### config.mk
export PLATFORM = sky130hd
export DESIGN_NAME = flash_cmd_host
export DESIGN_NICKNAME = d
export VERILOG_FILES = /design/src/logic/flash_host_pkg.sv /design/src/logic/flash_pin_cycle.sv /design/src/logic/flash_cmd_host.sv
export VERILOG_INCLUDE_DIRS = /design/src /design/src/logic
export SDC_FILE = /design/constraint.sdc
export NUM_CORES = 1
export LEC_CHECK = 0
export BUFFER_PORTS_ARGS = -buffer_cell sky130_fd_sc_hd__buf_2
export CORE_ASPECT_RATIO = 0.7
export CORE_MARGIN = 8
export CORE_UTILIZATION = 42
export CTS_BUF_LIST = sky130_fd_sc_hd__clkbuf_4
export DETAILED_ROUTE_END_ITERATION = 8
export SLEW_MARGIN = 40
export SYNTH_ARGS = -nofsm -noshare
export SYNTH_HDL_FRONTEND = slang
export SYNTH_SLANG_ARGS = --single-unit
### constraint.sdc
create_clock -name mclk -period 1.9 [get_ports mclk]
set_input_delay 0.38 -clock mclk [delete_from_list [all_inputs] [get_ports mclk]]
set_output_delay 0.38 -clock mclk [all_outputs]
set_load 0.05 [all_outputs]
### src/logic/flash_host_defines.svh
/*
 * Constants for the parallel flash command host: pin timing, command
 * bytes, command addresses and derived cycle counts.
 * Assumes a 40 MHz mclk; cycle counts derive from the clock period and frequency below, the read strobe adding SYNC_STAGES.
 */
`ifndef FLASH_HOST_DEFINES_SVH
`define FLASH_HOST_DEFINES_SVH

// ****************************************************
// Clock and pin timing
// ****************************************************
`define CLK_PERIOD_NS   25
`define CLK_HZ          40000000
`define T_WP_NS         100
`define T_WPH_NS        50
`define T_ACC_NS        55
`define T_OEHP_NS       150
`define T_EC_S          10
`define SYNC_STAGES     2
`define ERASE_TMO_CYC   (`T_EC_S * `CLK_HZ)

// ****************************************************
// Pin widths and command encoding
// ****************************************************
`define ADDR_W          19
`define DATA_W          16
`define CMD_ADDR_1      16'h5555
`define CMD_ADDR_2      16'h2AAA
`define CMD_UNLOCK_1    8'hAA
`define CMD_UNLOCK_2    8'h55
`define CMD_ERASE_SETUP 8'h80
`define CMD_CHIP_ERASE  8'h10
`define CMD_SECT_ERASE  8'h30
`define CMD_ID_ENTER    8'h90
`define CMD_ID_EXIT     8'hF0
`define TOGGLE_BIT_POS  6
`define ERASE_SEQ_LEN   3'h6
`define ID_SEQ_LEN      3'h3

`endif

### src/logic/flash_host_pkg.sv
/*
 * Types shared by the flash command host and its pin cycle engine.
 * Assumes flash_host_defines.svh is on the include path.
 */
`include "flash_host_defines.svh"

package flash_host_pkg;

  // ****************************************************
  // Host operations
  // ****************************************************
  typedef enum logic [2:0] {
    OP_CHIP_ERASE,
    OP_SECT_ERASE,
    OP_ID_ENTER,
    OP_ID_EXIT,
    OP_ID_EXIT_SHORT,
    OP_READ
  } op_t;

  // ****************************************************
  // One pin cycle and the pin bundle
  // ****************************************************
  typedef struct packed {
    logic               wr;
    logic [`ADDR_W-1:0] addr;
    logic [`DATA_W-1:0] data;
  } bus_req_t;

  typedef struct packed {
    logic [`ADDR_W-1:0] addr;
    logic [`DATA_W-1:0] dq_out;
    logic               dq_oe;
    logic               ce_n;
    logic               oe_n;
    logic               we_n;
    logic               reset_n;
  } flash_pins_t;

  // Least time in ns to whole clock cycles, never below one
  function automatic int ns_to_cyc(input int ns);
    int c;
    c = (ns + `CLK_PERIOD_NS - 1) / `CLK_PERIOD_NS;
    return (c < 1) ? 1 : c;
  endfunction

endpackage

### src/logic/flash_pin_cycle.sv
/*
 * Pin cycle engine: runs one write or read cycle on the flash pins.
 * Assumes one request at a time, offered only while req_ready is high.
 */
module flash_pin_cycle
  import flash_host_pkg::*;
(
  // Clock and reset
  input  wire logic                 mclk,
  input  wire logic                 rst,
  input  wire logic                 clk_en,
  // Request and answer
  input  wire logic                 req_valid,
  input  wire bus_req_t             req,
  output logic                      req_ready,
  output logic                      done,
  output logic [`DATA_W-1:0]        rd_data,
  // Flash pins
  output flash_pins_t               pins,
  input  wire logic [`DATA_W-1:0]   dq_in
);

  // ****************************************************
  // Cycle counts
  // ****************************************************
  localparam logic [3:0] WR_LOW  = 4'(ns_to_cyc(`T_WP_NS));
  localparam logic [3:0] WR_HIGH = 4'(ns_to_cyc(`T_WPH_NS));
  // Read strobe covers access time plus the input synchroniser
  localparam logic [3:0] RD_LOW  = 4'(ns_to_cyc(`T_ACC_NS) + `SYNC_STAGES);
  localparam logic [3:0] RD_HIGH = 4'(ns_to_cyc(`T_OEHP_NS));

  typedef enum logic [1:0] {CY_IDLE, CY_SETUP, CY_STROBE, CY_RECOVER} cyc_st_t;

  cyc_st_t              st_ff,   nxt_st;
  logic [3:0]           cnt_ff,  nxt_cnt;
  flash_pins_t          pins_ff, nxt_pins;
  logic [`DATA_W-1:0]   rd_ff,   nxt_rd;
  logic                 done_ff, nxt_done;
  logic [`DATA_W-1:0]   dq_s1_ff;
  logic [`DATA_W-1:0]   dq_s2_ff;

  // ****************************************************
  // Next cycle
  // ****************************************************
  always_comb begin
    nxt_st   = st_ff;
    nxt_cnt  = cnt_ff;
    nxt_pins = pins_ff;
    nxt_rd   = rd_ff;
    nxt_done = 1'b0;
    nxt_pins.reset_n = 1'b1;
    unique case (st_ff)
      CY_IDLE: begin
        if (req_valid) begin
          nxt_pins.addr   = req.addr;
          nxt_pins.dq_out = req.data;
          nxt_pins.dq_oe  = req.wr;
          nxt_st          = CY_SETUP;
        end
      end
      CY_SETUP: begin
        // Writes keep OE high under WE and CE low; reads pulse CE and OE
        nxt_pins.ce_n = 1'b0;
        nxt_pins.we_n = ~pins_ff.dq_oe;
        nxt_pins.oe_n = pins_ff.dq_oe;
        nxt_cnt       = pins_ff.dq_oe ? WR_LOW : RD_LOW;
        nxt_st        = CY_STROBE;
      end
      CY_STROBE: begin
        nxt_cnt = cnt_ff - 4'h1;
        if (cnt_ff == 4'h1) begin
          if (!pins_ff.dq_oe) begin
            nxt_rd = dq_s2_ff;
          end
          nxt_pins.ce_n = 1'b1;
          nxt_pins.we_n = 1'b1;
          nxt_pins.oe_n = 1'b1;
          nxt_cnt       = pins_ff.dq_oe ? WR_HIGH : RD_HIGH;
          nxt_st        = CY_RECOVER;
        end
      end
      CY_RECOVER: begin
        // Data stays driven through recovery to cover hold time
        nxt_cnt = cnt_ff - 4'h1;
        if (cnt_ff == 4'h1) begin
          nxt_pins.dq_oe = 1'b0;
          nxt_done       = 1'b1;
          nxt_st         = CY_IDLE;
        end
      end
    endcase
  end

  always_ff @(posedge mclk) begin
    if (rst) begin
      st_ff    <= CY_IDLE;
      cnt_ff   <= 4'h0;
      pins_ff  <= '{addr: '0, dq_out: '0, dq_oe: 1'b0, ce_n: 1'b1,
                    oe_n: 1'b1, we_n: 1'b1, reset_n: 1'b0};
      rd_ff    <= '0;
      done_ff  <= 1'b0;
      dq_s1_ff <= '0;
      dq_s2_ff <= '0;
    end else if (clk_en) begin
      st_ff    <= nxt_st;
      cnt_ff   <= nxt_cnt;
      pins_ff  <= nxt_pins;
      rd_ff    <= nxt_rd;
      done_ff  <= nxt_done;
      dq_s1_ff <= dq_in;
      dq_s2_ff <= dq_s1_ff;
    end
  end

  assign req_ready = (st_ff == CY_IDLE);
  assign done      = done_ff;
  assign rd_data   = rd_ff;
  assign pins      = pins_ff;

endmodule // flash_pin_cycle

### src/logic/flash_cmd_host.sv
/*
 * Flash command host: turns single host operations into flash command
 * sequences on the pins, and polls the toggle status bit after erase.
 * Assumes one flash device on the pins and a caller that waits for
 * cmd_ready before offering the next operation.
 */
// Notes on behaviour
// - Chip erase ends with byte 10 written at address 5555.
// - Sector erase ends with byte 30 written to an address inside the sector.
// - Command writes hold output enable high while write strobe and select are low.
// - Each output-enable or select pulse during busy time is one status read.
// - Status polling keeps one fixed address across all reads.
// - Completion is judged by the status bit staying the same across two reads, never by its level.
// - Command bytes use data lines seven to zero; upper lines are ignored.
// - Command addresses sit on low sixteen lines, upper lines driven defined.
module flash_cmd_host
  import flash_host_pkg::*;
#(
  parameter int unsigned ERASE_TMO = `ERASE_TMO_CYC
)
(
  // Clock and reset
  input  wire logic                 mclk,
  input  wire logic                 rst,
  input  wire logic                 clk_en,
  // Operation request
  input  wire logic                 cmd_valid,
  input  wire op_t                  cmd_op,
  input  wire logic [`ADDR_W-1:0]   cmd_addr,
  output logic                      cmd_ready,
  // Operation answer
  output logic                      rsp_valid,
  output logic [`DATA_W-1:0]        rsp_data,
  output logic                      rsp_timeout,
  // Flash pins
  output flash_pins_t               pins,
  input  wire logic [`DATA_W-1:0]   dq_in
);

  // ****************************************************
  // Command step lookup
  // ****************************************************
  // Command writes: byte on the low lane, upper lanes and upper address lines zero
  function automatic bus_req_t cmd_wr(input logic [15:0] a, input logic [7:0] d);
    bus_req_t r;
    r.wr   = 1'b1;
    r.addr = {3'h0, a};
    r.data = {8'h00, d};
    return r;
  endfunction

  function automatic logic [2:0] seq_len(input op_t op);
    unique case (op)
      OP_CHIP_ERASE, OP_SECT_ERASE: return `ERASE_SEQ_LEN;
      OP_ID_ENTER, OP_ID_EXIT:      return `ID_SEQ_LEN;
      OP_ID_EXIT_SHORT, OP_READ:    return 3'h1;
      default:                      return 3'h1;
    endcase
  endfunction

  function automatic bus_req_t seq_step(input op_t op, input logic [2:0] idx,
                                        input logic [`ADDR_W-1:0] a);
    bus_req_t r;
    r = cmd_wr(`CMD_ADDR_1, `CMD_UNLOCK_1);
    if (op == OP_READ) begin
      // Identification reads pass the caller's address bit zero through
      r = '{wr: 1'b0, addr: a, data: '0};
    end else if (op == OP_ID_EXIT_SHORT) begin
      r = cmd_wr(`CMD_ADDR_1, `CMD_ID_EXIT);
    end else begin
      unique case (idx)
        3'h0, 3'h3: r = cmd_wr(`CMD_ADDR_1, `CMD_UNLOCK_1);
        3'h1, 3'h4: r = cmd_wr(`CMD_ADDR_2, `CMD_UNLOCK_2);
        3'h2: begin
          if (op == OP_ID_ENTER) begin
            r = cmd_wr(`CMD_ADDR_1, `CMD_ID_ENTER);
          end else if (op == OP_ID_EXIT) begin
            r = cmd_wr(`CMD_ADDR_1, `CMD_ID_EXIT);
          end else begin
            r = cmd_wr(`CMD_ADDR_1, `CMD_ERASE_SETUP);
          end
        end
        3'h5: begin
          if (op == OP_SECT_ERASE) begin
            r      = cmd_wr(16'h0000, `CMD_SECT_ERASE);
            r.addr = a;
          end else begin
            r = cmd_wr(`CMD_ADDR_1, `CMD_CHIP_ERASE);
          end
        end
        default: r = cmd_wr(`CMD_ADDR_1, `CMD_UNLOCK_1);
      endcase
    end
    return r;
  endfunction

  // ****************************************************
  // Sequencer state
  // ****************************************************
  typedef enum logic [2:0] {ST_IDLE, ST_ISSUE, ST_WAIT, ST_RESP} host_st_t;

  host_st_t             st_ff,      nxt_st;
  op_t                  op_ff,      nxt_op;
  logic [`ADDR_W-1:0]   addr_ff,    nxt_addr;
  logic [2:0]           idx_ff,     nxt_idx;
  logic                 poll_ff,    nxt_poll;
  logic                 have_ff,    nxt_have;
  logic                 prev_ff,    nxt_prev;
  logic [31:0]          tmo_ff,     nxt_tmo;
  logic                 ready_ff,   nxt_ready;
  logic                 rsp_ff,     nxt_rsp;
  logic [`DATA_W-1:0]   data_ff,    nxt_data;
  logic                 tout_ff,    nxt_tout;
  logic                 bvalid_ff,  nxt_bvalid;
  bus_req_t             breq_ff,    nxt_breq;

  logic                 b_ready;
  logic                 b_done;
  logic [`DATA_W-1:0]   b_rd;
  logic                 tog;

  assign tog = b_rd[`TOGGLE_BIT_POS];

  // ****************************************************
  // Next state
  // ****************************************************
  always_comb begin
    nxt_st     = st_ff;
    nxt_op     = op_ff;
    nxt_addr   = addr_ff;
    nxt_idx    = idx_ff;
    nxt_poll   = poll_ff;
    nxt_have   = have_ff;
    nxt_prev   = prev_ff;
    nxt_tmo    = poll_ff ? tmo_ff + 32'h1 : tmo_ff;
    nxt_ready  = ready_ff;
    nxt_rsp    = 1'b0;
    nxt_data   = data_ff;
    nxt_tout   = tout_ff;
    nxt_bvalid = 1'b0;
    nxt_breq   = breq_ff;
    unique case (st_ff)
      ST_IDLE: begin
        if (cmd_valid && ready_ff) begin
          nxt_op     = cmd_op;
          nxt_addr   = cmd_addr;
          nxt_idx    = 3'h0;
          nxt_ready  = 1'b0;
          nxt_tout   = 1'b0;
          nxt_bvalid = 1'b1;
          nxt_breq   = seq_step(cmd_op, 3'h0, cmd_addr);
          nxt_st     = ST_ISSUE;
        end else if (!cmd_valid) begin
          nxt_ready  = 1'b1;
        end
      end
      ST_ISSUE: begin
        // Engine is idle here, so the request is taken on this edge
        if (b_ready) begin
          nxt_st = ST_WAIT;
        end else begin
          nxt_bvalid = 1'b1;
        end
      end
      ST_WAIT: begin
        if (b_done) begin
          if (poll_ff) begin
            nxt_data = b_rd;
            // Only two equal reads in a row matter, never the level
            if (have_ff && (tog == prev_ff)) begin
              nxt_poll = 1'b0;
              nxt_st   = ST_RESP;
            end else if (tmo_ff >= ERASE_TMO) begin
              nxt_poll = 1'b0;
              nxt_tout = 1'b1;
              nxt_st   = ST_RESP;
            end else begin
              nxt_prev   = tog;
              nxt_have   = 1'b1;
              nxt_bvalid = 1'b1;
              // Same address for every status read
              nxt_breq   = '{wr: 1'b0, addr: addr_ff, data: '0};
              nxt_st     = ST_ISSUE;
            end
          end else if (op_ff == OP_READ) begin
            nxt_data = b_rd;
            nxt_st   = ST_RESP;
          end else if (idx_ff == seq_len(op_ff) - 3'h1) begin
            if (op_ff == OP_CHIP_ERASE || op_ff == OP_SECT_ERASE) begin
              // Busy flash ignores commands, so only status reads follow
              nxt_poll   = 1'b1;
              nxt_have   = 1'b0;
              nxt_tmo    = 32'h0;
              nxt_bvalid = 1'b1;
              nxt_breq   = '{wr: 1'b0, addr: addr_ff, data: '0};
              nxt_st     = ST_ISSUE;
            end else begin
              nxt_st = ST_RESP;
            end
          end else begin
            nxt_idx    = idx_ff + 3'h1;
            nxt_bvalid = 1'b1;
            nxt_breq   = seq_step(op_ff, idx_ff + 3'h1, addr_ff);
            nxt_st     = ST_ISSUE;
          end
        end
      end
      ST_RESP: begin
        nxt_rsp   = 1'b1;
        nxt_ready = 1'b1;
        nxt_st    = ST_IDLE;
      end
      default: nxt_st = ST_IDLE;
    endcase
  end

  always_ff @(posedge mclk) begin
    if (rst) begin
      st_ff     <= ST_IDLE;
      op_ff     <= OP_READ;
      addr_ff   <= '0;
      idx_ff    <= 3'h0;
      poll_ff   <= 1'b0;
      have_ff   <= 1'b0;
      prev_ff   <= 1'b0;
      tmo_ff    <= 32'h0;
      ready_ff  <= 1'b0;
      rsp_ff    <= 1'b0;
      data_ff   <= '0;
      tout_ff   <= 1'b0;
      bvalid_ff <= 1'b0;
      breq_ff   <= '0;
    end else if (clk_en) begin
      st_ff     <= nxt_st;
      op_ff     <= nxt_op;
      addr_ff   <= nxt_addr;
      idx_ff    <= nxt_idx;
      poll_ff   <= nxt_poll;
      have_ff   <= nxt_have;
      prev_ff   <= nxt_prev;
      tmo_ff    <= nxt_tmo;
      ready_ff  <= nxt_ready;
      rsp_ff    <= nxt_rsp;
      data_ff   <= nxt_data;
      tout_ff   <= nxt_tout;
      bvalid_ff <= nxt_bvalid;
      breq_ff   <= nxt_breq;
    end
  end

  // ****************************************************
  // Pin cycle engine
  // ****************************************************
  flash_pin_cycle u_cycle (
    .mclk      (mclk),
    .rst       (rst),
    .clk_en    (clk_en),
    .req_valid (bvalid_ff),
    .req       (breq_ff),
    .req_ready (b_ready),
    .done      (b_done),
    .rd_data   (b_rd),
    .pins      (pins),
    .dq_in     (dq_in)
  );

  assign cmd_ready   = ready_ff;
  assign rsp_valid   = rsp_ff;
  assign rsp_data    = data_ff;
  assign rsp_timeout = tout_ff;

endmodule // flash_cmd_host

# Word level (Yosys, flattened, before mapping)
# Cells that the tools add are included.
# Widths: inputs -> output; s select.
classes:
  add_sub_neg: 4
  magnitude_cmp: 1
  n_eq_ne: 40
  muxes: 90
  bitwise_logic: 3
  reduce_logical: 33
op_table:
  columns: ["cell", "n"]
  rows:
  - ["$mux 36", 9]
  - ["$mux 32", 7]
  - ["$pmux 35 s3", 1]
  - ["$pmux 36 s2", 1]
  - ["$mux 35", 2]
  - ["$mux 3", 17]
  - ["$add 32x1->32 const B", 1]
  - ["$ge 32x29->1 const B", 1]
  - ["$mux 16", 2]
  - ["$mux 1", 31]
  - ["$ne 2x2->1 const B", 12]
  - ["$mux 7", 3]
  - ["$reduce_and 4->1", 5]
  - ["$eq 3x3->1 const B", 6]
  - ["$pmux 3 s2", 3]
  - ["$reduce_and 8->1", 2]
  - ["$eq 3x2->1 const B", 5]
  - ["$reduce_and 3->1", 5]
  - ["$reduce_and 7->1", 2]
  - ["$reduce_bool 2->1", 7]
  - ["$mux 2", 6]
  - ["$ne 3x3->1 const B", 4]
  - ["$pmux 4 s3", 1]
  - ["$eq 3x1->1 const B", 3]
  - ["24 further kinds", 35]
totals:
  reg_bits: 214
  input_bits: 42
  output_inout_bits: 59
  elab_cells: 200

# Longest topological paths before layout
# Gate-level depths: netlist (run 1).
logic_depth:
  word_depth: 14
  ltp_mapped: 9
  depth_no_buf: 8

# Modules after synthesis
# Synthesis (run 1) repeated with hierarchy kept, for this count alone.
unflattened:
  cells_unflattened: 1044
  hier_area_um2: 8592.0
modules_own_cells:
  columns: ["mod", "instances", "cells_each", "area_per_inst_um2", "seq_area_each_um2"]
  rows:
  - ["flash_cmd_host", 1, 633, 5018.6, 2162.1]
  - ["flash_pin_cycle", 1, 411, 3573.4, 1901.8]

# Worst setup path before layout (run 1)
# OpenSTA, ideal clock, no wires.
synth_path:
  kind: "register -> register"
  start: "register ready_ff (netlist: cmd_ready)"
  end: "register breq_ff[34] (netlist name)"
  setup_time_ns: 0.088
  arrival_time_ns: 1.860
  t_required_ns: 1.812
  setup_slack_ns: -0.048
  stages_incl_launch_ff: 6
  n_path_buf: 1
  synth_period_minus_slack_ns: 1.948
  path_cell_list: "dfxtp_1 nand3_1 a21oi_1 clkbuf_1 a21oi_1 a311oi_2"
synth_between:
  elab_chain_cells: 3
synth_lines:
  columns: ["element", "line", "rtl"]
  rows:
  - ["start, declared", "flash_cmd_host.sv:110", "logic ready_ff, nxt_ready;"]
  - ["start signal, assigned", "flash_cmd_host.sv:242", "ready_ff <= nxt_ready;"]
  - ["$logic_and 1x1->1", "flash_cmd_host.sv:144", "if (cmd_valid && ready_ff) begin"]
  - ["$ne 2x2->1 (no source line)", null, null]
  - ["$reduce_and 8->1 (no source line)", null, null]
  - ["end signal, assigned", "flash_cmd_host.sv:247", "breq_ff <= nxt_breq;"]
  - ["end, declared", "flash_cmd_host.sv:115", "bus_req_t breq_ff, nxt_breq;"]
# Every way passes these cells.
# A chain may end at the register's enable or synchronous reset.

# Worst setup path in the final report (run 1)
layout_path:
  start: "register idx_ff[0]"
  end: "register breq_ff[21] (netlist name)"
layout_between:
  elab_chain_cells: 10
  elab_cells_between_ends: 16
  classes_between: "add/sub (1); eq/ne (6); mux (7); reduce/logical (2)"
layout_lines:
  columns: ["element", "line", "rtl"]
  rows:
  - ["start, declared", "flash_cmd_host.sv:105", "logic [2:0] idx_ff, nxt_idx;"]
  - ["start signal, assigned", "flash_cmd_host.sv:237", "idx_ff <= nxt_idx;"]
  - ["$add 3x1->3", "flash_cmd_host.sv:203", "nxt_breq = seq_step(op_ff, idx_ff + 3'h1, addr_ff);"]
  - ["$eq 3x1->1 / $eq 3x3->1 (equally long branches)", "flash_cmd_host.sv:71", "unique case (idx)"]
  - ["$reduce_or 2->1", "flash_cmd_host.sv:71", null]
  - ["$pmux 35 s3", "flash_cmd_host.sv:71", null]
  - ["$mux 35", "flash_cmd_host.sv:68", "end else if (op == OP_ID_EXIT_SHORT) begin"]
  - ["$mux 36", "flash_cmd_host.sv:188", "end else if (idx_ff == seq_len(op_ff) - 3'h1) begin"]
  - ["$mux 36", "flash_cmd_host.sv:185", "end else if (op_ff == OP_READ) begin"]
  - ["$mux 36", "flash_cmd_host.sv:167", "if (poll_ff) begin"]
  - ["$mux 36", "flash_cmd_host.sv:166", "if (b_done) begin"]
  - ["$pmux 36 s2", "flash_cmd_host.sv:142", "unique case (st_ff)"]
# Several ways; a longest one is shown, not always the timed one. The select of a mux whose other input is x is not followed.

==> run_summary.xml, run 1 <==
<?xml version="1.0" encoding="UTF-8"?>
<metrics>
  <group name="worst_setup_path">
    <metric name="reg2reg_to" unit="">breq_ff[21]$_SDFFE_PP0P_</metric>
    <metric name="timing.critical_path.from_type" unit="">register</metric>
    <metric name="timing.setup.critical_path_class" unit="">reg -&gt; reg</metric>
    <metric name="timing.reg2reg.worst_path_depth" unit="">8</metric>
    <metric name="worstReg2RegStart" unit="">idx_ff[0]$_SDFFE_PP0P_</metric>
    <metric name="critical_path.endpoint_type" unit="">register</metric>
    <metric name="worstPathArrival" unit="ns">2.48</metric>
    <metric name="worst-path-max-fanout" unit="">7</metric>
    <metric name="worst-endpoint-required" unit="ns">2.38</metric>
    <metric name="rrSetupSlack" unit="ns">-0.10</metric>
  </group>
  <group name="synthesis">
    <metric name="synth_top_cell_area_share" unit="">0.456</metric>
    <metric name="synth_most_common_cell" unit="">dfxtp_1</metric>
    <metric name="mean_cell_area_of_the_mapped_netlist" unit="um2">8.48</metric>
    <metric name="synth_seq_cells" unit="">193</metric>
    <metric name="synth.area.top_cells" unit="">dfxtp_1 (46%), nand2_1 (7.6%), a21oi_1 (7.0%), mux2i_1 (6.1%), nor2_1 (5.0%)</metric>
    <metric name="synthesis.area" unit="um2">8470</metric>
    <metric name="async_flop_share" unit="">0</metric>
    <metric name="synth_enable_flop_cells" unit="">0</metric>
    <metric name="synthDistinctLibCells" unit="">70</metric>
    <metric name="post_synth_inst_count" unit="">999</metric>
    <metric name="synth-warning-count" unit="">0</metric>
    <metric name="largest_area_contributor_in_the_netlist" unit="">dfxtp_1</metric>
    <metric name="yosysSeqAreaShare" unit="">0.456</metric>
    <metric name="postSynth.topFlopCell" unit="">dfxtp_1</metric>
    <metric name="synth.top_cells.by_count" unit="">dfxtp_1 (193), nand2_1 (171), a21oi_1 (118), nor2_1 (113), mux2i_1 (52)</metric>
  </group>
  <group name="grt">
    <metric name="gr-usage-all-layers" unit="">0.178</metric>
    <metric name="grt_start_max_net_pins" unit="">90</metric>
    <metric name="grt_pass1_wl" unit="mm">36.2</metric>
    <metric name="grt_pass1_vias" unit="">7031</metric>
    <metric name="antenna_found_initial" unit="">0</metric>
    <metric name="global_route.overflow_total" unit="">0</metric>
  </group>
  <group name="sta">
    <metric name="maxSlewViolCount" unit="">0</metric>
    <metric name="report.final.hold_viol_count" unit="">0</metric>
    <metric name="final_critical_path_required_period" unit="ns">2.00</metric>
    <metric name="timing.setup.tns" unit="ns">-0.842</metric>
    <metric name="final.setup.worst_slack" unit="ns">-0.102</metric>
    <metric name="timing.fmax" unit="MHz">500</metric>
    <metric name="final.hold.worst_slack" unit="ns">0.0629</metric>
    <metric name="report.final.setup_viol" unit="">17</metric>
    <metric name="worst-slew-pin-transition" unit="ns">0.542</metric>
    <metric name="final.setup_skew" unit="ns">0.0282</metric>
    <metric name="relSlewSlack" unit="">0.634</metric>
    <metric name="grt_setup_unrepaired" unit="">yes</metric>
    <metric name="period_share" unit="">1.05</metric>
  </group>
  <group name="floorplanning">
    <metric name="die_y" unit="um">135</metric>
    <metric name="placeableCoreArea" unit="um2">19800</metric>
    <metric name="die_area" unit="um2">25000</metric>
    <metric name="start_util" unit="">0.428</metric>
    <metric name="pin_count" unit="">101</metric>
    <metric name="placementRows" unit="">43</metric>
    <metric name="chipWidth" unit="um">186</metric>
  </group>
  <group name="drt">
    <metric name="post-route-drc-count" unit="">0</metric>
    <metric name="wl_cell" unit="um">15.6</metric>
    <metric name="first_pass_iters" unit="">5</metric>
    <metric name="wirelength" unit="mm">23.1</metric>
    <metric name="detailedRoute.firstIterationViolations" unit="">464</metric>
    <metric name="viasPerCell" unit="">5.09</metric>
    <metric name="vias" unit="">7580</metric>
    <metric name="detail-route-antenna-nets" unit="">0</metric>
  </group>
  <group name="clock_tree">
    <metric name="cts_root_buf" unit="">clkbuf_4</metric>
    <metric name="cts_sinks" unit="">193</metric>
    <metric name="insertion_delay" unit="ns">0.60</metric>
    <metric name="cts_tree" unit="">yes</metric>
    <metric name="numCtsBuffers" unit="">17</metric>
    <metric name="cts.htree.levels" unit="">4</metric>
    <metric name="clkSlewWorstSetupHoldPaths" unit="ns">0.19</metric>
    <metric name="maximum_buffer_depth_of_the_clock_tree" unit="">2</metric>
  </group>
  <group name="place">
    <metric name="placement.setup.worst_slack" unit="ns">-0.418</metric>
    <metric name="routabilityCongestion" unit="">0.906</metric>
    <metric name="postPlaceCellArea" unit="um2">9850</metric>
    <metric name="total_half_perimeter_wirelength_after_legalization_and_detailed_placement" unit="mm">15.2</metric>
    <metric name="numPortBuffers" unit="">92</metric>
    <metric name="post-place-cells" unit="">1401</metric>
  </group>
  <group name="min_path">
    <metric name="worst_hold_path_depth" unit="">3</metric>
    <metric name="whs_endpoint" unit="">tmo_ff[1]$_SDFFE_PP0P_</metric>
    <metric name="min_from" unit="">clk_en</metric>
    <metric name="hp-class" unit="">in -&gt; reg</metric>
  </group>
  <group name="pwr">
    <metric name="totalPowerFinal" unit="mW">7.50</metric>
    <metric name="power_per_cell_area" unit="nW/um2">675</metric>
    <metric name="worst_ir_drop_vdd" unit="mV">0.362</metric>
    <metric name="static-leakage-power" unit="nW">4.45</metric>
  </group>
  <group name="final_layout">
    <metric name="finish.cell_count_without_fillers" unit="">1488</metric>
    <metric name="nNetsFinal" unit="">1259</metric>
    <metric name="area.growth.synth_to_final" unit="%">31.1</metric>
    <metric name="fillCellCount" unit="">1845</metric>
    <metric name="insertedDiodeCount" unit="">0</metric>
    <metric name="post-route-util" unit="">0.561</metric>
    <metric name="ratio_of_cells_with_drive_above_1_in_the_final_layout" unit="">0.287</metric>
    <metric name="stdcell_area" unit="um2">11100</metric>
  </group>
  <group name="job">
    <metric name="cap_violations" unit="">0</metric>
  </group>
  <group name="status">
    <metric name="result_of_the_run" unit="">finished with violations</metric>
    <metric name="violated_checks" unit="">setup timing</metric>
  </group>
</metrics>
==> how the worst max path moves through the flow <==
stage / from / endpoint / slack, ns
global placement: tmo_ff[10]$_SDFFE_PP0P_ / breq_ff[34]$_SDFFE_PP0P_ / -0.30
global route: tmo_ff[18]$_SDFFE_PP0P_ / breq_ff[35]$_SDFFE_PP0P_ / -0.15
detailed placement: tmo_ff[10]$_SDFFE_PP0P_ / breq_ff[27]$_SDFFE_PP0P_ / -0.42
finish: idx_ff[0]$_SDFFE_PP0P_ / breq_ff[21]$_SDFFE_PP0P_ / -0.10
CTS: idx_ff[0]$_SDFFE_PP0P_ / breq_ff[35]$_SDFFE_PP0P_ / -0.08
floorplan: idx_ff[1]$_SDFFE_PP0P_ / breq_ff[23]$_SDFFE_PP0P_ / 0.00006
==> timing repair <==
item	CTS	global route
hold endpoints to repair	37	0
hold buffers	36	0
resized for setup	33	66
pin swaps	8	27
endpoints found under the setup margin	26	43
buffers inserted	7	11
gates cloned	1	1
==> cell usage in the layout (no fill, tap or decap), types with 9 or more instances in the layout <==
master	Yosys	layout
inv_1	25	24
mux2i_1	52	51
a21oi_1	118	101
dfxtp_1	193	172
buf_2	11	91
nor3_1	11	9
dlygate4sd3_1	0	36
clkbuf_4	0	17
nand2_1	171	170
nand4_1	12	12
o211ai_1	12	12
nor2_1	113	112
o21ai_1	9	11
buf_12	0	10
nand3_1	24	22
buf_4	13	103
ha_1	12	9
nand2b_1	9	9
dfxtp_2	0	17
xor2_1	24	23
buf_6	3	12
a21oi_2	1	17
o21ai_0	24	22
==> flip-flops by register name, indices dropped and copies added, names as in the netlist <==
register and count:
u_cycle.dq_s2_ff 16, poll_ff 1, u_cycle.st_ff 2, breq_ff 26
u_cycle.rd_data 16, rsp_timeout 1, op_ff 3, rsp_valid 1
u_cycle.dq_s1_ff 16, u_cycle.pins 30, idx_ff 3, prev_ff 1
cmd_ready 1, have_ff 1, tmo_ff 32, u_cycle.done 1
bvalid_ff 1, u_cycle.cnt_ff 4, st_ff 2, addr_ff 19
rsp_data 16
==> layout make-up <==
class,instances,area [um2],share of cell area
Clock inverter,15,188,0.0169
Tap cell,270,338,0.0304
Inverter,26,97.6,0.00878
Timing Repair Buffer,252,1920,0.173
Sequential cell,193,3900,0.351
Multi-Input combinational cell,715,4540,0.408
Clock buffer,17,128,0.0115
==> where the power goes <==
part / total, mW / switching (mW) / internal (mW)
clock: 2.36 / 1.72 / 0.638
sequential: 4.20 / 0.0622 / 4.13
combinational: 0.940 / 0.546 / 0.394
==> metal layers <==
layer | global-route usage | wire, um | vias to the layer above | share of wire
met5 | 0 | 0 | - | 0
met4 | 0.0435 | 183 | 0 | 0.0079
met3 | 0.0464 | 1470 | 16 | 0.064
met2 | 0.251 | 9660 | 180 | 0.42
met1 | 0.262 | 11800 | 3561 | 0.51
li1 | - | - | 3823 | -
==> worst max-delay path: stages (launching register included) <==
cell and delay [ns]:
dfxtp_4 0.40, or3_4 0.39, a32oi_2 0.22, nand2_2 0.12
buf_6 0.15, a31o_4 0.27, buf_12 0.16, a21oi_2 0.14
a311oi_2 0.06
==> cell families after synthesis <==
group,after synthesis,synth area share
adder cells (fa/ha/maj),12,0.0177
flip-flops,193,0.456
buffers and inverters,100,0.0545
AO/OA/AOI/OAI,213,0.160
AND/OR/NAND/NOR,394,0.214
other,1,0.000443
XOR/XNOR,33,0.0350
multiplexers,53,0.0628
Note: power is estimated with default switching activity, not from simulation.
==> run 2, diff against run 1 <==
CORE_UTILIZATION = 45   (was 42)
PLACE_DENSITY = 0.67   (was not set)
==> run_summary.xml, run 2 (synthesis gave the netlist of run 1 again) <==
<?xml version="1.0" encoding="UTF-8"?>
<metrics>
  <group name="status">
    <metric name="result_of_the_run" unit="">finished with violations</metric>
    <metric name="violated_checks" unit="">setup timing</metric>
  </group>
  <group name="final_layout">
    <metric name="area.growth.synth_to_final" unit="%">27.4</metric>
    <metric name="nNetsFinal" unit="">1237</metric>
    <metric name="stdcell_area" unit="um2">10800</metric>
    <metric name="insertedDiodeCount" unit="">0</metric>
    <metric name="mostFrequentLayoutCell" unit="">dfxtp_1</metric>
    <metric name="final_cell_mix" unit="">dfxtp_1 (184), nand2_1 (170), nor2_1 (111), a21oi_1 (111), buf_2 (90)</metric>
    <metric name="post-route-util" unit="">0.579</metric>
    <metric name="largest_register_ffs" unit="">32</metric>
    <metric name="ratio_of_cells_with_drive_above_1_in_the_final_layout" unit="">0.253</metric>
    <metric name="top_register" unit="">tmo_ff</metric>
  </group>
  <group name="sta">
    <metric name="final.setup_skew" unit="ns">0.0304</metric>
    <metric name="timing.fmax" unit="MHz">492</metric>
    <metric name="maxSlewViolCount" unit="">0</metric>
    <metric name="grt_setup_unrepaired" unit="">yes</metric>
    <metric name="period_share" unit="">1.07</metric>
    <metric name="final_critical_path_required_period" unit="ns">2.03</metric>
    <metric name="final.setup.worst_slack" unit="ns">-0.133</metric>
    <metric name="report.final.hold_viol_count" unit="">0</metric>
    <metric name="report.final.setup_viol" unit="">16</metric>
  </group>
  <group name="place">
    <metric name="placement.setup.worst_slack" unit="ns">-0.349</metric>
    <metric name="routabilityCongestion" unit="">0.876</metric>
    <metric name="postPlaceCellArea" unit="um2">9700</metric>
    <metric name="numPortBuffers" unit="">92</metric>
    <metric name="total_half_perimeter_wirelength_after_legalization_and_detailed_placement" unit="mm">14.8</metric>
  </group>
  <group name="worst_setup_path">
    <metric name="critical_path.endpoint_type" unit="">register</metric>
    <metric name="timing.critical_path.slowest_stage_cell" unit="">or3b_4</metric>
    <metric name="crit_chain" unit="">or3b_4, nor3b_4, o21ai_2, a21oi_2, buf_6, o21ai_1, a311oi_1</metric>
    <metric name="timing.setup.critical_path_class" unit="">reg -&gt; reg</metric>
    <metric name="worst-path-max-fanout" unit="">7</metric>
    <metric name="timing.critical_path.from_type" unit="">register</metric>
    <metric name="timing.critical_path.slowest_cell_delay" unit="ns">0.43</metric>
    <metric name="worst-endpoint-required" unit="ns">2.42</metric>
    <metric name="worstPathArrival" unit="ns">2.55</metric>
  </group>
  <group name="grt">
    <metric name="grt_pass1_wl" unit="mm">36.8</metric>
    <metric name="grt_start_max_net_pins" unit="">80</metric>
    <metric name="gr-usage-all-layers" unit="">0.190</metric>
    <metric name="antenna_found_initial" unit="">0</metric>
    <metric name="grt_pass1_vias" unit="">7247</metric>
    <metric name="global_route.overflow_total" unit="">0</metric>
  </group>
  <group name="clock_tree">
    <metric name="maximum_buffer_depth_of_the_clock_tree" unit="">2</metric>
    <metric name="insertion_delay" unit="ns">0.61</metric>
    <metric name="cts_root_buf" unit="">clkbuf_4</metric>
    <metric name="cts_sinks" unit="">193</metric>
    <metric name="numCtsBuffers" unit="">17</metric>
    <metric name="cts_tree" unit="">yes</metric>
    <metric name="clkSlewWorstSetupHoldPaths" unit="ns">0.18</metric>
    <metric name="cts.htree.levels" unit="">4</metric>
  </group>
  <group name="floorplanning">
    <metric name="placeableCoreArea" unit="um2">18700</metric>
    <metric name="die_y" unit="um">131</metric>
    <metric name="start_util" unit="">0.454</metric>
    <metric name="die_area" unit="um2">23500</metric>
    <metric name="placementRows" unit="">42</metric>
    <metric name="chipWidth" unit="um">180</metric>
    <metric name="pin_count" unit="">101</metric>
  </group>
  <group name="drt">
    <metric name="wl_cell" unit="um">15.7</metric>
    <metric name="post-route-drc-count" unit="">0</metric>
    <metric name="wirelength" unit="mm">22.6</metric>
    <metric name="vias" unit="">7547</metric>
    <metric name="viasPerCell" unit="">5.25</metric>
    <metric name="first_pass_iters" unit="">5</metric>
    <metric name="detailedRoute.firstIterationViolations" unit="">629</metric>
    <metric name="detail-route-antenna-nets" unit="">0</metric>
  </group>
  <group name="pwr">
    <metric name="power_per_cell_area" unit="nW/um2">682</metric>
    <metric name="static-leakage-power" unit="nW">4.30</metric>
    <metric name="worst_ir_drop_vdd" unit="mV">0.383</metric>
  </group>
  <group name="job">
    <metric name="cap_violations" unit="">0</metric>
  </group>
  <group name="min_path">
    <metric name="hp-class" unit="">in -&gt; reg</metric>
  </group>
</metrics>
## run 2: changes by cell type in the layout (fill, tap and decap cells not counted), moves of 2 or more
cell,delta
dfxtp_2,-12
nor2b_2,-3
o21ai_1,-2
nand3_2,-2
clkinvlp_4,+2
dfxtp_1,+12
buf_6,-3
buf_4,-20
a21oi_2,-9
o21ai_2,+2
clkinv_8,-2
a21oi_1,+10
nor2b_1,+2
## run 2: layer usage
layer,up-vias,GRT usage,routed length (um)
met5,-,0,0
met4,0,0.0586,264
met3,22,0.0387,1270
met2,207,0.290,9690
met1,3535,0.267,11400
li1,3783,-,-
## run 2: final timing paths
kind	start	end	cells past startpoint	slack (ns)
setup / recovery	op_ff[1]$_SDFFE_PP0P_	breq_ff[17]$_SDFFE_PP0P_	7	-0.13
hold / removal	cmd_op[0]	op_ff[0]$_SDFFE_PP1P_	3	0.06
setup reg to reg	op_ff[1]$_SDFFE_PP0P_	breq_ff[17]$_SDFFE_PP0P_	7	-0.13
hold reg to reg	breq_ff[20]$_SDFFE_PP0P_	u_cycle.pins[25]$_SDFFE_PP0P_	2	0.45
## run 2: worst max-delay path, delay by kind of cell (launching register included)
family,cells,cell delay (ns)
buffers and inverters,1,0.16
flip-flops,1,0.41
AND/OR/NAND/NOR,2,0.79
AO/OA/AOI/OAI,4,0.61
## run 2: through the flow
step	hold WS, ns	TNS, ns	cells	total power, mW
2_1_floorplan	0.428	0	1006	4.74
5_1_grt	0.0258	-2.43	1438	7.67
4_1_cts	0.00386	-0.0397	1439	7.38
6_report	0.0560	-0.957	1438	7.36
3_3_place_gp	0.440	-5.23	1358	5.00
3_5_place_dp	0.443	-5.86	1358	5.00
## run 2: layout make-up
class / count / area (um2)
repair buffers: 230 / 1750
inverters: 26 / 97.6
multi-input cells: 715 / 4460
clock buffers: 17 / 128
clock inverters: 15 / 179
well taps: 242 / 303
flip-flops and latches: 193 / 3880
fillers: 1607 / 7860
## run 2: power by group
group / leakage, nW / total, mW / switching (mW) / internal (mW)
Sequential: 1.57 / 4.19 / 0.0551 / 4.13
Clock: 0.155 / 2.29 / 1.66 / 0.632
Combinational: 2.58 / 0.883 / 0.531 / 0.352
Total: 4.30 / 7.36 / 2.25 / 5.12
## run 2: repair_timing
action,4_1_cts,5_1_grt
gates cloned,1,1
hold buffers,37,0
pin swaps,7,19
resized for setup,26,49
setup endpoints to repair,34,59
endpoints found under the hold margin,39,0
buffers inserted,11,2
==> run 3, diff against run 2 <==
ABC_AREA = 1   (was not set)
==> run_summary.xml, run 3 <==
<?xml version="1.0" encoding="UTF-8"?>
<metrics>
  <group name="status">
    <metric name="result_of_the_run" unit="">finished clean</metric>
  </group>
  <group name="sta">
    <metric name="timing.setup.tns" unit="ns">0</metric>
    <metric name="report.final.setup_viol" unit="">0</metric>
    <metric name="final.hold.worst_slack" unit="ns">0.0328</metric>
    <metric name="final_critical_path_required_period" unit="ns">1.81</metric>
    <metric name="report.final.hold_viol_count" unit="">0</metric>
    <metric name="period_share" unit="">0.954</metric>
    <metric name="maxSlewViolCount" unit="">0</metric>
    <metric name="final.setup_skew" unit="ns">0.0237</metric>
    <metric name="timing.fmax" unit="MHz">552</metric>
  </group>
  <group name="clock_tree">
    <metric name="numCtsBuffers" unit="">17</metric>
    <metric name="cts_tree" unit="">yes</metric>
    <metric name="cts.htree.levels" unit="">4</metric>
    <metric name="maximum_buffer_depth_of_the_clock_tree" unit="">2</metric>
    <metric name="insertion_delay" unit="ns">0.58</metric>
    <metric name="cts_root_buf" unit="">clkbuf_4</metric>
    <metric name="cts_sinks" unit="">193</metric>
    <metric name="clkSlewWorstSetupHoldPaths" unit="ns">0.16</metric>
  </group>
  <group name="final_layout">
    <metric name="largest_register_ffs" unit="">32</metric>
    <metric name="mostFrequentLayoutCell" unit="">nor2_1</metric>
    <metric name="stdcell_area" unit="um2">10500</metric>
    <metric name="area.growth.synth_to_final" unit="%">18.4</metric>
    <metric name="ratio_of_cells_with_drive_above_1_in_the_final_layout" unit="">0.175</metric>
    <metric name="nNetsFinal" unit="">1440</metric>
    <metric name="fillCellCount" unit="">1972</metric>
    <metric name="top_register" unit="">tmo_ff</metric>
    <metric name="final_cell_mix" unit="">nor2_1 (233), nand2_1 (185), dfxtp_1 (180), o21ai_0 (163), inv_1 (137)</metric>
  </group>
  <group name="synthesis">
    <metric name="largest_area_contributor_in_the_netlist" unit="">dfxtp_1</metric>
    <metric name="dominant_combinational_cell_family_by_area_after_synthesis" unit="">simple AND/OR/NAND/NOR gates</metric>
    <metric name="post_synth_inst_count" unit="">1266</metric>
    <metric name="synth.area.top_cells" unit="">dfxtp_1 (44%), nor2_1 (10%), o21ai_0 (9.6%), nand2_1 (7.9%), inv_1 (6.1%)</metric>
    <metric name="mean_cell_area_of_the_mapped_netlist" unit="um2">6.99</metric>
    <metric name="synth_top_cell_area_share" unit="">0.437</metric>
    <metric name="synth.top_cells.by_count" unit="">nor2_1 (241), dfxtp_1 (193), nand2_1 (187), o21ai_0 (170), inv_1 (143)</metric>
    <metric name="synth.area.mux_share" unit="">0</metric>
    <metric name="yosysSeqAreaShare" unit="">0.437</metric>
    <metric name="synth_compound_area_frac" unit="">0.181</metric>
    <metric name="synthDistinctLibCells" unit="">40</metric>
    <metric name="synth_seq_cells" unit="">193</metric>
    <metric name="synth_enable_flop_cells" unit="">0</metric>
    <metric name="async_flop_share" unit="">0</metric>
    <metric name="synth_most_common_cell" unit="">nor2_1</metric>
    <metric name="synth_simple_gate_area_share" unit="">0.246</metric>
    <metric name="synth-adder-area-share" unit="">0.0170</metric>
    <metric name="postSynth.topFlopCell" unit="">dfxtp_1</metric>
    <metric name="synth_xor_xnor_area_share" unit="">0.0158</metric>
    <metric name="synthesis.area" unit="um2">8850</metric>
    <metric name="synth-warning-count" unit="">0</metric>
  </group>
  <group name="drt">
    <metric name="wirelength_met1" unit="mm">11.9</metric>
    <metric name="wirelength" unit="mm">22.9</metric>
    <metric name="post-route-drc-count" unit="">0</metric>
    <metric name="first_pass_iters" unit="">7</metric>
    <metric name="wl_cell" unit="um">13.7</metric>
    <metric name="detail-route-antenna-nets" unit="">0</metric>
    <metric name="viasPerCell" unit="">4.97</metric>
    <metric name="met2WireLength" unit="mm">9.11</metric>
    <metric name="wl_met3" unit="mm">1.81</metric>
    <metric name="detailedRoute.firstIterationViolations" unit="">744</metric>
    <metric name="vias" unit="">8291</metric>
    <metric name="highest-signal-layer" unit="">met4</metric>
  </group>
  <group name="worst_setup_path">
    <metric name="critical_path.endpoint_type" unit="">register</metric>
    <metric name="timing.critical_path.slowest_cell_delay" unit="ns">0.39</metric>
    <metric name="cpMostUsedCell" unit="">nor2_1</metric>
    <metric name="worstPathArrival" unit="ns">2.33</metric>
    <metric name="reg2reg_to" unit="">breq_ff[26]$_SDFFE_PP0P_</metric>
    <metric name="rrSetupSlack" unit="ns">0.09</metric>
    <metric name="crit_chain" unit="">nor2_1, nand2_1, o21ai_2, nand2_2, nand2_4, buf_4, nor3_1, o21ai_1, nor2_1, nor2_1</metric>
    <metric name="timing.critical_path.slowest_stage_cell" unit="">dfxtp_1</metric>
    <metric name="worstReg2RegStart" unit="">op_ff[1]$_SDFFE_PP0P_</metric>
    <metric name="timing.critical_path.from_type" unit="">register</metric>
    <metric name="worst-path-max-fanout" unit="">15</metric>
    <metric name="timing.setup.critical_path_class" unit="">reg -&gt; reg</metric>
    <metric name="timing.reg2reg.worst_path_depth" unit="">10</metric>
    <metric name="worst-endpoint-required" unit="ns">2.42</metric>
  </group>
  <group name="place">
    <metric name="postPlaceCellArea" unit="um2">9770</metric>
    <metric name="numPortBuffers" unit="">92</metric>
    <metric name="total_half_perimeter_wirelength_after_legalization_and_detailed_placement" unit="mm">16.2</metric>
    <metric name="routabilityCongestion" unit="">0.875</metric>
  </group>
  <group name="min_path">
    <metric name="worst_hold_path_depth" unit="">3</metric>
    <metric name="whs_endpoint" unit="">addr_ff[11]$_SDFFE_PP0P_</metric>
    <metric name="hp-class" unit="">in -&gt; reg</metric>
    <metric name="min_from" unit="">cmd_addr[11]</metric>
  </group>
  <group name="grt">
    <metric name="gr-usage-all-layers" unit="">0.182</metric>
    <metric name="grt_pass1_vias" unit="">7461</metric>
    <metric name="antenna_found_initial" unit="">1</metric>
    <metric name="global_route.overflow_total" unit="">0</metric>
    <metric name="grt_start_max_net_pins" unit="">71</metric>
    <metric name="grt_pass1_wl" unit="mm">36.9</metric>
  </group>
  <group name="floorplanning">
    <metric name="placementRows" unit="">43</metric>
    <metric name="chipWidth" unit="um">184</metric>
    <metric name="die_y" unit="um">133</metric>
    <metric name="pin_count" unit="">101</metric>
    <metric name="die_area" unit="um2">24500</metric>
    <metric name="start_util" unit="">0.453</metric>
    <metric name="placeableCoreArea" unit="um2">19500</metric>
  </group>
  <group name="pwr">
    <metric name="worst_ir_drop_vdd" unit="mV">0.488</metric>
    <metric name="swShare" unit="">0.345</metric>
    <metric name="power_per_cell_area" unit="nW/um2">887</metric>
    <metric name="p_comb_frac" unit="">0.251</metric>
    <metric name="sequential_share_of_power" unit="">0.487</metric>
    <metric name="netSwitchingPower" unit="mW">3.20</metric>
    <metric name="p_int" unit="mW">6.09</metric>
    <metric name="static-leakage-power" unit="nW">4.60</metric>
    <metric name="p_clk_frac" unit="">0.262</metric>
  </group>
  <group name="job">
    <metric name="cap_violations" unit="">0</metric>
  </group>
</metrics>
## run 3: cell types whose count changed after synthesis, sizes merged, moves of 10 or more
cell / previous run / this run
inv: 25 / 151
mux2i: 52 / 0
o21ai: 33 / 175
xor2: 24 / 13
nor2b: 10 / 0
nand3: 25 / 42
nand2: 172 / 188
nor2: 114 / 249
nor3: 12 / 23
a21oi: 119 / 104
## run 3: how the worst max path moves through the flow
| stage | start | endpoint | slack (ns) | depth (start not counted) |
|---|---|---|---|---|
| finish | op_ff[1]$_SDFFE_PP0P_ | breq_ff[26]$_SDFFE_PP0P_ | 0.09 | 10 |
| global route | idx_ff[0]$_SDFFE_PP0P_ | breq_ff[16]$_SDFFE_PP0P_ | -0.02 | 10 |
| CTS | idx_ff[1]$_SDFFE_PP0P_ | breq_ff[26]$_SDFFE_PP0P_ | 0.01 | 12 |
| detailed placement | tmo_ff[0]$_SDFFE_PP0P_ | tmo_ff[24]$_SDFFE_PP0P_ | 0.002 | 10 |
| global placement | tmo_ff[0]$_SDFFE_PP0P_ | tmo_ff[24]$_SDFFE_PP0P_ | 0.08 | 10 |
| floorplan | cmd_ready$_SDFFE_PP0P_ | breq_ff[26]$_SDFFE_PP0P_ | 0.07 | 9 |
## run 3: timing repair
action,CTS,global route
cloned,0,3
setup buffers,0,3
pin swaps,0,7
resized for setup,1,56
endpoints found under the hold margin,17,0
endpoints found under the setup margin,1,59
hold buffers,17,0
## run 3: kinds of logic (layout without fill, tap and decap cells)
group	Yosys count	in the layout
xor gates and xnor gates	16	16
AOI/OAI and AO/OA	300	300
and+or+nand+nor	525	525
adders and majority gates	12	12
DFF	193	193
buffers and inverters	219	344
other	1	9
## run 3: worst max-delay path: cells and delay by family, from the launching register on
kind	cells	cell delay, ns
AOI/OAI and AO/OA	2	0.29
buffers and inverters	1	0.25
DFF	1	0.39
and+or+nand+nor	7	0.82
## run 3: per-stage QoR
step,util,power (mW),worst slack [ns],cells
final,0.536,9.29,0.0881,1669
after global routing,0.536,9.82,-0.0241,1669
after CTS,0.525,9.19,0.0141,1662
after detailed placement,0.500,6.74,0.00221,1614
after global placement,0.500,6.71,0.0773,1614
after floorplan,-,6.10,0.0660,1273
## run 3: power groups by stage
stage	Clock (mW)	Combinational [mW]	Sequential (mW)
3_5_place_dp	0	2.14	4.60
4_1_cts	2.50	2.18	4.51
5_1_grt	2.66	2.60	4.56
3_3_place_gp	0	2.12	4.60
2_1_floorplan	0	1.38	4.72
6_report	2.44	2.33	4.52
## run 3: cell type report
cell class / count / area, um2 / area share
diodes: 1 / 2.50 / 0.000239
inverters: 151 / 576 / 0.0550
clock buffers: 19 / 143 / 0.0136
repair inverters: 2 / 15.0 / 0.00143
repair buffers: 160 / 1120 / 0.107
well taps: 270 / 338 / 0.0323
flip-flops and latches: 193 / 3880 / 0.371
clock inverters: 12 / 171 / 0.0164
multi-input cells: 861 / 4220 / 0.403
## run 3: per-layer routing
metal | GRT usage | vias up
met1 | 0.284 | 3729
met2 | 0.242 | 268
met3 | 0.0394 | 8
met5 | 0 | -
met4 | 0.0518 | 0
li1 | - | 4286
